--- config.mk ---
export PLATFORM = sky130hd
export DESIGN_NAME = fuch_cmd_handler
export DESIGN_NICKNAME = d
export VERILOG_FILES = /design/src/fuch_pkg.sv /design/src/fuch_dec3.sv /design/src/fuch_cmd_handler.sv
export SDC_FILE = /design/constraint.sdc
export NUM_CORES = 2
export LEC_CHECK = 0
export ABC_AREA = 1
export BUFFER_PORTS_ARGS = -buffer_cell sky130_fd_sc_hd__buf_2
export CAP_MARGIN = 20
export CORE_UTILIZATION = 63
export DETAILED_ROUTE_END_ITERATION = 10
export PLACE_DENSITY_LB_ADDON = 0.08
export SKIP_LAST_GASP = 1
export SYNTH_ARGS = -nofsm -noshare
export SYNTH_HDL_FRONTEND = slang
export SYNTH_HIERARCHICAL = 1
export SYNTH_SLANG_ARGS = --single-unit
--- constraint.sdc ---
create_clock -name clk -period 4.4 [get_ports clk]
set_input_delay 0.22 -clock clk [delete_from_list [all_inputs] [get_ports clk]]
set_output_delay 0.22 -clock clk [all_outputs]
set_load 0.01 [all_outputs]
--- src/fuch_pkg.sv ---
package fuch_pkg;

    // ****************************************
    // reply status characters
    // ****************************************
    localparam logic [7:0] ST_OK      = 8'h41;
    localparam logic [7:0] ST_LEN_ERR = 8'h43;
    localparam logic [7:0] ST_SEQ_ERR = 8'h53;
    localparam logic [7:0] ST_OVERRUN = 8'h4f;
    localparam logic [7:0] ST_INVALID = 8'h49;
    localparam logic [7:0] ST_FAILED  = 8'h46;

    // ****************************************
    // command characters
    // ****************************************
    localparam logic [7:0] CMD_ECHO    = 8'h58;
    localparam logic [7:0] CMD_SELECT  = 8'h57;
    localparam logic [7:0] CMD_RESTART = 8'h51;
    localparam logic [7:0] CMD_BLOCK   = 8'h44;

    // ****************************************
    // echo and block reply layout
    // ****************************************
    localparam logic [7:0]  CH_MODE    = 8'h4c;
    localparam logic [7:0]  CH_DOT     = 8'h2e;
    localparam logic [7:0]  CH_SLASH   = 8'h2f;
    localparam logic [7:0]  CH_ZERO    = 8'h30;
    localparam logic [15:0] PORT_FIELD = 16'hffff;
    localparam logic [5:0]  ECHO_LEN   = 6'h20;
    localparam logic [5:0]  ECHO_SL1   = 6'h18;
    localparam logic [5:0]  ECHO_PORT  = 6'h19;
    localparam logic [5:0]  ECHO_SL2   = 6'h1e;
    localparam logic [5:0]  BLOCK_RLEN = 6'h03;

    // ****************************************
    // upload block layout
    // ****************************************
    localparam int          BLOCK_BYTES   = 128;
    localparam logic [8:0]  BLOCK_CMD_CNT = 9'h083;
    localparam logic [8:0]  BLOCK_DATA0   = 9'h003;
    localparam logic [15:0] SIZE_BLOCK    = 16'h0001;
    localparam int          SIZE_SHIFT    = 7;

    typedef enum logic [2:0] {
        FUCH_RX,
        FUCH_EXEC,
        FUCH_FLASH,
        FUCH_FWAIT,
        FUCH_TX
    } fuch_state_t;

    typedef enum logic [1:0] {
        FUCH_R_SHORT,
        FUCH_R_ECHO,
        FUCH_R_BLOCK
    } fuch_reply_t;

endpackage

--- src/fuch_dec3.sv ---
`timescale 1ns/1ns
`default_nettype none

// one octet as three ascii decimal digits
module fuch_dec3 (
    // value
    input  wire logic [7:0]  val,
    // text, hundreds digit in the top byte
    output logic      [23:0] text
);
    import fuch_pkg::*;

    always_comb
    begin
        text[23:16] = CH_ZERO + val / 8'd100;
        text[15:8]  = CH_ZERO + (val / 8'd10) % 8'd10;
        text[7:0]   = CH_ZERO + val % 8'd10;
    end

endmodule

`default_nettype wire

--- src/fuch_cmd_handler.sv ---
// Function
// discovery reply carries own MAC address
// port field in discovery always 65535
// discovery mode indicator always L
// broadcast takes only discovery and select
// pre-selected unit processes other broadcasts
// select with other MAC clears selection
// select without MAC clears selection
// unicast commands ignore selection state
// only matching unit replies OK to select
// reset leaves the unit unselected
// restart clears counter, replies OK
// block body: index high first, 128 data
// every block reply carries next index
// OK for programmed or older block
// length error unless body is 130 bytes
// order error when index above expected
// overrun at or past size over 128
// content check only on blocks 0, 1
// write failure when programming fails
// host sends consecutive blocks from 0
// host should restart before first block
// host selects before restart or upload
// discovery text: A, MAC, /port/, indicator
// ignored broadcasts get no reply
`timescale 1ns/1ns
`default_nettype none

module fuch_cmd_handler #(
    parameter int         SIZE_OFS  = 4,
    parameter logic [7:0] BLK0_SIG  = 8'h00
) (
    // clock and reset
    input  wire logic        clk,
    input  wire logic        rst,
    // unit identity
    input  wire logic [47:0] mac_addr,
    // command datagram bytes
    input  wire logic        rx_valid,
    input  wire logic [7:0]  rx_data,
    input  wire logic        rx_first,
    input  wire logic        rx_last,
    input  wire logic        rx_bcast,
    output logic             rx_ready,
    // reply datagram bytes
    output logic             tx_valid,
    output logic [7:0]       tx_data,
    output logic             tx_last,
    input  wire logic        tx_ready,
    // flash programming
    output logic             fl_valid,
    output logic [7:0]       fl_data,
    output logic             fl_last,
    output logic [15:0]      fl_index,
    input  wire logic        fl_ready,
    input  wire logic        fl_done,
    input  wire logic        fl_ok,
    // status
    output logic             selected
);
    import fuch_pkg::*;

    initial
    begin
        if (SIZE_OFS < 0 || SIZE_OFS + 3 >= BLOCK_BYTES)
            $error("SIZE_OFS outside the block");
    end

    localparam logic [39:0] PORT_TEXT = {
        CH_ZERO + 8'(PORT_FIELD / 16'd10000 % 16'd10),
        CH_ZERO + 8'(PORT_FIELD / 16'd1000 % 16'd10),
        CH_ZERO + 8'(PORT_FIELD / 16'd100 % 16'd10),
        CH_ZERO + 8'(PORT_FIELD / 16'd10 % 16'd10),
        CH_ZERO + 8'(PORT_FIELD % 16'd10)};

    // ****************************************
    // state
    // ****************************************
    fuch_state_t st_q, st_d;
    fuch_reply_t rk_q, rk_d;
    logic [7:0]  cmd_q, cmd_d;
    logic        bc_q, bc_d;
    logic [8:0]  cnt_q, cnt_d;
    logic [15:0] idx_q, idx_d;
    logic [15:0] exp_q, exp_d;
    logic [15:0] lim_q, lim_d;
    logic        limv_q, limv_d;
    logic [15:0] plim_q, plim_d;
    logic        sel_q, sel_d;
    logic [47:0] wmac_q, wmac_d;
    logic [2:0]  oix_q, oix_d;
    logic [11:0] num_q, num_d;
    logic [1:0]  ndig_q, ndig_d;
    logic        wbad_q, wbad_d;
    logic [5:0]  tptr_q, tptr_d;
    logic [5:0]  rlen_q, rlen_d;
    logic [6:0]  fptr_q, fptr_d;
    logic        rx_ready_q, rx_ready_d;
    logic        tx_valid_q, tx_valid_d;
    logic [7:0]  tx_data_q, tx_data_d;
    logic        tx_last_q, tx_last_d;
    logic        fl_valid_q, fl_valid_d;
    logic [7:0]  fl_data_q, fl_data_d;
    logic        fl_last_q, fl_last_d;

    // block data held until every check has passed, so rejected data never reaches flash
    logic [7:0]  blk_mem [BLOCK_BYTES];
    logic        mem_we;
    logic [6:0]  mem_wa;

    // ****************************************
    // mac text
    // ****************************************
    logic [23:0] mac_txt [6];

    for (genvar g = 0; g < 6; g++)
    begin : g_mac
        fuch_dec3 u_dec (
            .val  (mac_addr[47 - 8 * g -: 8]),
            .text (mac_txt[g])
        );
    end

    // ****************************************
    // decode helpers
    // ****************************************
    logic        rx_take;
    logic        in_exec;
    logic        allowed;
    logic        w_match;
    logic [31:0] fsize;
    logic        c_ok;
    logic [8:0]  p;
    logic [7:0]  dig;
    logic [5:0]  nptr;
    logic [5:0]  rel;
    logic [7:0]  nbyte;

    always_comb
    begin
        rx_take = rx_valid && rx_ready_q;
        in_exec = st_q == FUCH_EXEC;
        allowed = !bc_q || sel_q || cmd_q == CMD_ECHO || cmd_q == CMD_SELECT;
        w_match = !wbad_q && ndig_q != 2'd0 && oix_q == 3'd5 && num_q <= 12'd255
                  && {wmac_q[47:8], num_q[7:0]} == mac_addr;
        fsize = {blk_mem[SIZE_OFS], blk_mem[SIZE_OFS + 1],
                 blk_mem[SIZE_OFS + 2], blk_mem[SIZE_OFS + 3]};
        // block 1 size must be a whole, nonzero number of blocks with a 16-bit count
        if (idx_q == 16'h0000)
            c_ok = blk_mem[0] == BLK0_SIG;
        else if (idx_q == SIZE_BLOCK)
            c_ok = fsize != 32'h0 && fsize[6:0] == 7'h0 && fsize[31:23] == 9'h0;
        else
            c_ok = 1'b1;
        p    = cnt_q;
        dig  = rx_data - CH_ZERO;
        nptr = tptr_q + 6'd1;
        rel  = nptr - 6'd1;
        nbyte = ST_OK;
        if (rk_q == FUCH_R_BLOCK)
            nbyte = (nptr == 6'd1) ? exp_q[15:8] : exp_q[7:0];
        else if (nptr <= 6'd23)
            nbyte = (rel[1:0] == 2'd3) ? CH_DOT
                    : mac_txt[rel[4:2]][23 - 8 * rel[1:0] -: 8];
        else if (nptr == ECHO_SL1 || nptr == ECHO_SL2)
            nbyte = CH_SLASH;
        else if (nptr < ECHO_SL2)
            nbyte = PORT_TEXT[39 - 8 * (nptr - ECHO_PORT) -: 8];
        else
            nbyte = CH_MODE;
    end

    // ****************************************
    // next state
    // ****************************************
    always_comb
    begin
        st_d = st_q;
        rk_d = rk_q;
        cmd_d = cmd_q;
        bc_d = bc_q;
        cnt_d = cnt_q;
        idx_d = idx_q;
        exp_d = exp_q;
        lim_d = lim_q;
        limv_d = limv_q;
        plim_d = plim_q;
        sel_d = sel_q;
        wmac_d = wmac_q;
        oix_d = oix_q;
        num_d = num_q;
        ndig_d = ndig_q;
        wbad_d = wbad_q;
        tptr_d = tptr_q;
        rlen_d = rlen_q;
        fptr_d = fptr_q;
        tx_valid_d = tx_valid_q;
        tx_data_d = tx_data_q;
        tx_last_d = tx_last_q;
        fl_valid_d = fl_valid_q;
        fl_data_d = fl_data_q;
        fl_last_d = fl_last_q;
        mem_we = 1'b0;
        mem_wa = 7'h0;
        unique case (st_q)
            FUCH_RX:
            begin
                if (rx_take)
                begin
                    if (rx_first)
                    begin
                        cmd_d = rx_data;
                        bc_d = rx_bcast;
                        cnt_d = 9'h001;
                        oix_d = 3'd0;
                        num_d = 12'h0;
                        ndig_d = 2'd0;
                        wbad_d = 1'b0;
                    end
                    else
                    begin
                        cnt_d = (cnt_q == 9'h1ff) ? cnt_q : cnt_q + 9'h001;
                        if (cmd_q == CMD_BLOCK)
                        begin
                            if (p == 9'h001)
                                idx_d[15:8] = rx_data;
                            else if (p == 9'h002)
                                idx_d[7:0] = rx_data;
                            else if (p < BLOCK_CMD_CNT)
                            begin
                                mem_we = 1'b1;
                                mem_wa = 7'(p - BLOCK_DATA0);
                            end
                        end
                        else if (cmd_q == CMD_SELECT)
                        begin
                            if (dig <= 8'd9)
                            begin
                                num_d = num_q * 12'd10 + {4'h0, dig};
                                wbad_d = wbad_q || ndig_q == 2'd3 || num_q > 12'd255;
                                ndig_d = (ndig_q == 2'd3) ? ndig_q : ndig_q + 2'd1;
                            end
                            else if (rx_data == CH_DOT && ndig_q != 2'd0 && oix_q != 3'd5
                                     && num_q <= 12'd255)
                            begin
                                wmac_d[8 * (5 - oix_q) +: 8] = num_q[7:0];
                                oix_d = oix_q + 3'd1;
                                num_d = 12'h0;
                                ndig_d = 2'd0;
                            end
                            else
                                wbad_d = 1'b1;
                        end
                    end
                    if (rx_last)
                        st_d = FUCH_EXEC;
                end
            end
            FUCH_EXEC:
            begin
                st_d = FUCH_RX;
                tx_data_d = ST_OK;
                rk_d = FUCH_R_SHORT;
                rlen_d = 6'd1;
                tptr_d = 6'd0;
                if (!allowed)
                    st_d = FUCH_RX;
                else if (cmd_q == CMD_ECHO)
                begin
                    st_d = FUCH_TX;
                    rk_d = FUCH_R_ECHO;
                    rlen_d = ECHO_LEN;
                end
                else if (cmd_q == CMD_SELECT)
                begin
                    sel_d = cnt_q != 9'h001 && w_match;
                    if (sel_d)
                        st_d = FUCH_TX;
                end
                else if (cmd_q == CMD_RESTART)
                begin
                    exp_d = 16'h0000;
                    limv_d = 1'b0;
                    st_d = FUCH_TX;
                end
                else if (cmd_q == CMD_BLOCK)
                begin
                    st_d = FUCH_TX;
                    rk_d = FUCH_R_BLOCK;
                    rlen_d = BLOCK_RLEN;
                    plim_d = fsize[SIZE_SHIFT +: 16];
                    if (cnt_q != BLOCK_CMD_CNT)
                        tx_data_d = ST_LEN_ERR;
                    else if (idx_q > exp_q)
                        tx_data_d = ST_SEQ_ERR;
                    else if (limv_q && idx_q >= lim_q)
                        tx_data_d = ST_OVERRUN;
                    else if (idx_q < exp_q)
                        tx_data_d = ST_OK;
                    else if (!c_ok)
                        tx_data_d = ST_INVALID;
                    else
                    begin
                        st_d = FUCH_FLASH;
                        fl_valid_d = 1'b1;
                        fl_data_d = blk_mem[0];
                        fl_last_d = 1'b0;
                        fptr_d = 7'h0;
                    end
                end
                tx_valid_d = st_d == FUCH_TX;
                tx_last_d = rlen_d == 6'd1;
            end
            FUCH_FLASH:
            begin
                if (fl_valid_q && fl_ready)
                begin
                    if (fl_last_q)
                    begin
                        fl_valid_d = 1'b0;
                        fl_last_d = 1'b0;
                        st_d = FUCH_FWAIT;
                    end
                    else
                    begin
                        fptr_d = fptr_q + 7'h1;
                        fl_data_d = blk_mem[fptr_d];
                        fl_last_d = fptr_d == 7'h7f;
                    end
                end
            end
            FUCH_FWAIT:
            begin
                if (fl_done)
                begin
                    // the index only advances once flash has confirmed the block
                    tx_data_d = fl_ok ? ST_OK : ST_FAILED;
                    if (fl_ok)
                    begin
                        exp_d = exp_q + 16'h0001;
                        if (idx_q == SIZE_BLOCK)
                        begin
                            lim_d = plim_q;
                            limv_d = 1'b1;
                        end
                    end
                    tx_valid_d = 1'b1;
                    tx_last_d = 1'b0;
                    st_d = FUCH_TX;
                end
            end
            FUCH_TX:
            begin
                if (tx_valid_q && tx_ready)
                begin
                    if (tx_last_q)
                    begin
                        tx_valid_d = 1'b0;
                        tx_last_d = 1'b0;
                        st_d = FUCH_RX;
                    end
                    else
                    begin
                        tptr_d = nptr;
                        tx_data_d = nbyte;
                        tx_last_d = nptr == rlen_q - 6'd1;
                    end
                end
            end
        endcase
        rx_ready_d = st_d == FUCH_RX;
    end

    // ****************************************
    // registers
    // ****************************************
    always_ff @(posedge clk)
    begin
        if (mem_we)
            blk_mem[mem_wa] <= rx_data;
    end

    always_ff @(posedge clk)
    begin
        if (rst)
        begin
            st_q <= FUCH_RX;
            rk_q <= FUCH_R_SHORT;
            cmd_q <= 8'h00;
            bc_q <= 1'b0;
            cnt_q <= 9'h000;
            idx_q <= 16'h0000;
            exp_q <= 16'h0000;
            lim_q <= 16'h0000;
            limv_q <= 1'b0;
            plim_q <= 16'h0000;
            sel_q <= 1'b0;
            wmac_q <= 48'h0;
            oix_q <= 3'd0;
            num_q <= 12'h0;
            ndig_q <= 2'd0;
            wbad_q <= 1'b0;
            tptr_q <= 6'd0;
            rlen_q <= 6'd1;
            fptr_q <= 7'h0;
            rx_ready_q <= 1'b0;
            tx_valid_q <= 1'b0;
            tx_data_q <= 8'h00;
            tx_last_q <= 1'b0;
            fl_valid_q <= 1'b0;
            fl_data_q <= 8'h00;
            fl_last_q <= 1'b0;
        end
        else
        begin
            st_q <= st_d;
            rk_q <= rk_d;
            cmd_q <= cmd_d;
            bc_q <= bc_d;
            cnt_q <= cnt_d;
            idx_q <= idx_d;
            exp_q <= exp_d;
            lim_q <= lim_d;
            limv_q <= limv_d;
            plim_q <= plim_d;
            sel_q <= sel_d;
            wmac_q <= wmac_d;
            oix_q <= oix_d;
            num_q <= num_d;
            ndig_q <= ndig_d;
            wbad_q <= wbad_d;
            tptr_q <= tptr_d;
            rlen_q <= rlen_d;
            fptr_q <= fptr_d;
            rx_ready_q <= rx_ready_d;
            tx_valid_q <= tx_valid_d;
            tx_data_q <= tx_data_d;
            tx_last_q <= tx_last_d;
            fl_valid_q <= fl_valid_d;
            fl_data_q <= fl_data_d;
            fl_last_q <= fl_last_d;
        end
    end

    always_comb
    begin
        rx_ready = rx_ready_q;
        tx_valid = tx_valid_q;
        tx_data  = tx_data_q;
        tx_last  = tx_last_q;
        fl_valid = fl_valid_q;
        fl_data  = fl_data_q;
        fl_last  = fl_last_q;
        fl_index = idx_q;
        selected = sel_q;
    end

    // ****************************************
    // checks
    // ****************************************
    a_reset_unselected: assert property (@(posedge clk) $past(rst) |-> !sel_q)
        else $error("unit selected right after reset");
    a_bcast_drop: assert property (@(posedge clk) disable iff (rst)
        in_exec && bc_q && !sel_q && cmd_q != CMD_ECHO && cmd_q != CMD_SELECT
        |=> !tx_valid_q && st_q == FUCH_RX)
        else $error("unselected broadcast command produced activity");
    a_echo_indicator: assert property (@(posedge clk) disable iff (rst)
        tx_valid_q && tx_last_q && rk_q == FUCH_R_ECHO |-> tx_data_q == CH_MODE)
        else $error("echo reply does not end in mode indicator");
    a_echo_port: assert property (@(posedge clk) disable iff (rst)
        tx_valid_q && rk_q == FUCH_R_ECHO && tptr_q == ECHO_PORT
        |-> tx_data_q == PORT_TEXT[39:32])
        else $error("echo port field wrong");
    a_restart_ok: assert property (@(posedge clk) disable iff (rst)
        in_exec && allowed && cmd_q == CMD_RESTART
        |=> exp_q == 16'h0000 && tx_valid_q && tx_last_q && tx_data_q == ST_OK)
        else $error("restart did not clear counter or answer OK");
    a_len_error: assert property (@(posedge clk) disable iff (rst)
        in_exec && allowed && cmd_q == CMD_BLOCK && cnt_q != BLOCK_CMD_CNT
        |=> tx_data_q == ST_LEN_ERR ##0 $stable(exp_q))
        else $error("bad block length not reported");
    a_seq_error: assert property (@(posedge clk) disable iff (rst)
        in_exec && allowed && cmd_q == CMD_BLOCK && cnt_q == BLOCK_CMD_CNT && idx_q > exp_q
        |=> tx_data_q == ST_SEQ_ERR)
        else $error("block ahead of expected not reported");
    a_fail_hold: assert property (@(posedge clk) disable iff (rst)
        st_q == FUCH_FWAIT && fl_done && !fl_ok
        |=> tx_data_q == ST_FAILED && exp_q == $past(exp_q))
        else $error("failed block changed index or status");
    a_sel_clear: assert property (@(posedge clk) disable iff (rst)
        in_exec && allowed && cmd_q == CMD_SELECT && (cnt_q == 9'h001 || !w_match)
        |=> !sel_q && !tx_valid_q)
        else $error("select without own address kept selection or replied");

endmodule

`default_nettype wire

==> impl_metrics.py <==
metrics = {
    "logic_synthesis": {
        "ys.flop_type": "edfxtp_1",
        "seq_area_frac_synth_pct": 57.5,
        "syn-instance-count": 6089,
        "ys_types": 69,
        "synth_warnings": 6,
        "yosysTopAreaCell": "edfxtp_1",
        "ys_seq_elements": 1206,
        "synth_edf_count": 1024,
        "ys_top_cells_by_count": "nor2_1 (1,029), edfxtp_1 (1,024), o21ai_0 (743)",
        "netlist_area_um2": 59800,
        "yosys.cell_count.top_type": "nor2_1",
        "synthTopCellsByArea": "edfxtp_1 (51%), nor2_1 (6.5%), o21ai_0 (6.2%)",
        "syn_area_per_cell_um2": 9.83,
        "synth_top_area_share_pct": 51.4,
        "synthArstFlopShare_pct": 0,
    },
    "finish": {
        "area_delta_synth_final_pct": 10.6,
        "final_cell_count_no_fill": 7571,
        "fin_nets": 6409,
        "nFillCells": 7014,
        "drive_above_1_share_pct": 12.8,
        "postLayoutCellArea_um2": 66200,
    },
    "floorplan": {
        "fp.dieH_um": 310,
        "dieArea_um2": 96200,
        "die_x_um": 310,
        "core_area_um2": 93700,
        "initial_core_util_pct": 63.8,
        "io_pins": 104,
        "rows": 112,
    },
    "global_route": {
        "grt_max_degree": 213,
        "antenna_found_initial": 2,
        "grt_overflow": 0,
        "track_usage_pct": 33.7,
        "grt_pass1_wl_mm": 247,
        "grt_pass1_vias": 42900,
    },
    "cts": {
        "cts-buffers-inserted": 119,
        "cts_tree": "yes",
        "cts.sinks": 1206,
        "cts_setup_buffers": 0,
        "clockRootBuffer": "clkbuf_16",
        "cts_buffer_depth": 3,
        "postCtsResizedCells": 0,
        "cts.clk_slew.worst_paths_ns": 0.07,
        "insertion_delay_ns": 0.75,
        "htreeDepth": 3,
    },
    "sta": {
        "clock_skew_ns": 0.0829,
        "fin_crit_sh_pct": 90.2,
        "maxSlewViolCount": 0,
        "setup_viol": 0,
        "timing.hold.ws_ns": 0.0416,
        "fmax_ghz": 0.252,
        "finalHoldViolCount": 0,
        "relSlewSlack_pct": 26.4,
        "setup_tns_ns": 0,
        "grt_setup_unrepaired": "false",
        "fin_crit_ns": 3.97,
        "final.setup.worst_slack_ns": 0.430,
        "worst_pin_slew_ns": 1.10,
    },
    "power": {
        "peakVddDrop_mv": 0.449,
        "power.internal_w": 0.0196,
        "power.leakage_nw": 24.6,
        "power.density_nw_per_um2": 418,
        "p_seq_share_pct": 45.6,
        "p_sw_w": 0.00800,
        "clkPwrFrac_pct": 36.3,
        "p_sw_share_pct": 28.9,
        "combinationalPowerShare_pct": 18.1,
    },
    "drt": {
        "drt_iter0_markers": 4879,
        "wl_mm": 163,
        "drtAntennaViolNets": 0,
        "drc_errors": 0,
        "firstDrtPassIters": 6,
        "vias": 45700,
        "wl_per_cell_um": 21.5,
        "viasPerCell": 6.04,
    },
    "worst_setup_path": {
        "path_common_cell": "inv_1",
        "worstPathArrival_ns": 4.32,
        "critical_path_class": "flip-flop to flip-flop",
        "max_stage_delay_ns": 0.78,
        "path_max_fanout": 13,
        "cp_cell_sequence": "inv_1 > ha_1 > nand3_1 > inv_1 > nor4_4 > inv_2 > nor3_2 > nand2_1 > buf_4 > nor2_1",
        "crit_path_end_kind": "flip-flop",
        "cp.required_ns": 4.75,
        "start_kind": "flip-flop",
        "slowest_stage": "nor2_1",
    },
    "place": {
        "io_buffers": 103,
        "place_area_um2": 62200,
        "hpwl_mm": 105,
        "place.gp.congestion": 0.938,
        "dp_worst_setup_slack_ns": 0.00386,
        "place_inst": 7336,
    },
    "outcome": {
        "status": "finished clean",
    },
    "flow_run": {
        "cap_violations": 0,
    },
    "min_path": {
        "hold_path_class": "input port to flip-flop",
    },
}
[per-layer routing]
layer / global-route usage (%) / up-vias / part of all wire (%)
met1: 45.6 / 21800 / 40
met2: 54.2 / 2060 / 47
li1: - / 21500 / -
met5: 0 / - / 0
met4: 14.9 / 0 / 4.5
met3: 4.94 / 399 / 8.5
[path summary, 6_finish.rpt]
| path | from | end | slack, ns | cells past startpoint |
|---|---|---|---|---|
| max reg2reg | cnt_q[0]$_SDFFE_PP0P_ | blk_mem[37][6]$_DFFE_PP_ | 0.43 | 10 |
| max | cnt_q[0]$_SDFFE_PP0P_ | blk_mem[37][6]$_DFFE_PP_ | 0.43 | 10 |
| min reg2reg | plim_q[4]$_SDFFE_PP0P_ | lim_q[4]$_SDFFE_PP0P_ | 0.45 | 2 |
| min | rx_first | ndig_q[1]$_SDFFE_PP0P_ | 0.04 | 4 |
[cells by family after synthesis]
| kind of cell | count (synthesis) | share of synthesized area (%) |
|---|---|---|
| flops | 1206 | 57.5 |
| fa+ha+maj | 128 | 2.71 |
| buf+inv | 810 | 5.75 |
| mux | 7 | 0.117 |
| compound gates | 1413 | 14.0 |
| simple gates | 2411 | 18.3 |
| other cells | 12 | 0.0753 |
| xor+xnor | 102 | 1.55 |
[cell type report]
cell class	count	area, um2	area share [%]
sequential	1206	34400	52.0
multi-input combinational	4118	22200	33.6
clock buffer	152	3170	4.80
timing repair buffer	314	2340	3.54
inverter	456	1800	2.72
tap	1254	1570	2.37
clock inverter	70	661	0.999
antenna	1	2.50	0.00378
[power groups by stage]
stage	clock, W	sequential (W)	combinational, W
finish	0.0100	0.0126	0.00500
global route	0.0105	0.0126	0.00548
CTS	0.0101	0.0126	0.00492
detailed placement	0	0.0128	0.00488
global placement	0	0.0128	0.00480
floorplan	0	0.0128	0.00336
[through the flow]
stage / utilization, % / power, W
floorplan: - / 0.0162
global placement: 66.3 / 0.0176
detailed placement: 66.3 / 0.0177
CTS: 70.5 / 0.0276
global route: 70.6 / 0.0286
finish: 70.6 / 0.0276
[registers in the layout, summed over array words and instances, names as in the netlist, 3 cells and up]
| signal | count |
|---|---|
| blk_mem | 1024 |
| cmd_q | 8 |
| cnt_q | 9 |
| exp_q | 16 |
| fl_data | 8 |
| fl_index | 16 |
| fptr_q | 7 |
| lim_q | 16 |
| num_q | 12 |
| oix_q | 3 |
| plim_q | 16 |
| st_q | 3 |
| tptr_q | 6 |
| tx_data | 8 |
| wmac_q | 40 |
[timing repair]
| action | in CTS | in global routing |
|---|---|---|
| endpoints found under the setup margin | 0 | 0 |
| hold buffers | 11 | 0 |
| endpoints found under the hold margin | 60 | 0 |
[placed cells by master (no fill, tap or decap), types with 8 or more instances in the layout]
| cell | n |
|---|---|
| clkinv_2 | 17 |
| ha_1 | 124 |
| conb_1 | 57 |
| and2_1 | 8 |
| nand3_2 | 23 |
| buf_2 | 95 |
| nand3_4 | 12 |
| a211oi_1 | 37 |
| o221ai_1 | 120 |
| o22ai_1 | 44 |
| a21oi_2 | 11 |
| or2_2 | 9 |
| nand2_4 | 64 |
| buf_12 | 15 |
| nor2_1 | 1029 |
| clkbuf_1 | 27 |
| nor4_1 | 24 |
| nand3_1 | 300 |
| nand4_1 | 53 |
| dlygate4sd3_1 | 11 |
| inv_1 | 403 |
| xor2_1 | 42 |
| bufinv_16 | 9 |
| inv_2 | 43 |
| clkinv_1 | 34 |
| o21ai_0 | 743 |
| nand2_2 | 117 |
| xnor2_1 | 56 |
| clkbuf_16 | 120 |
| dfxtp_1 | 180 |
| edfxtp_1 | 1024 |
| a21oi_1 | 240 |
| o211ai_1 | 125 |
| a31oi_1 | 13 |
| buf_4 | 192 |
| nand2_1 | 703 |
| nor3_1 | 36 |
[worst max-delay path, delay by kind of cell, from the launching register on]
kind / cells / cell delay (ns)
fa+ha+maj: 1 / 0.27
buf+inv: 4 / 0.83
flops: 1 / 0.52
simple gates: 5 / 1.95
No activity file was read; power rests on OpenSTA's default activity.
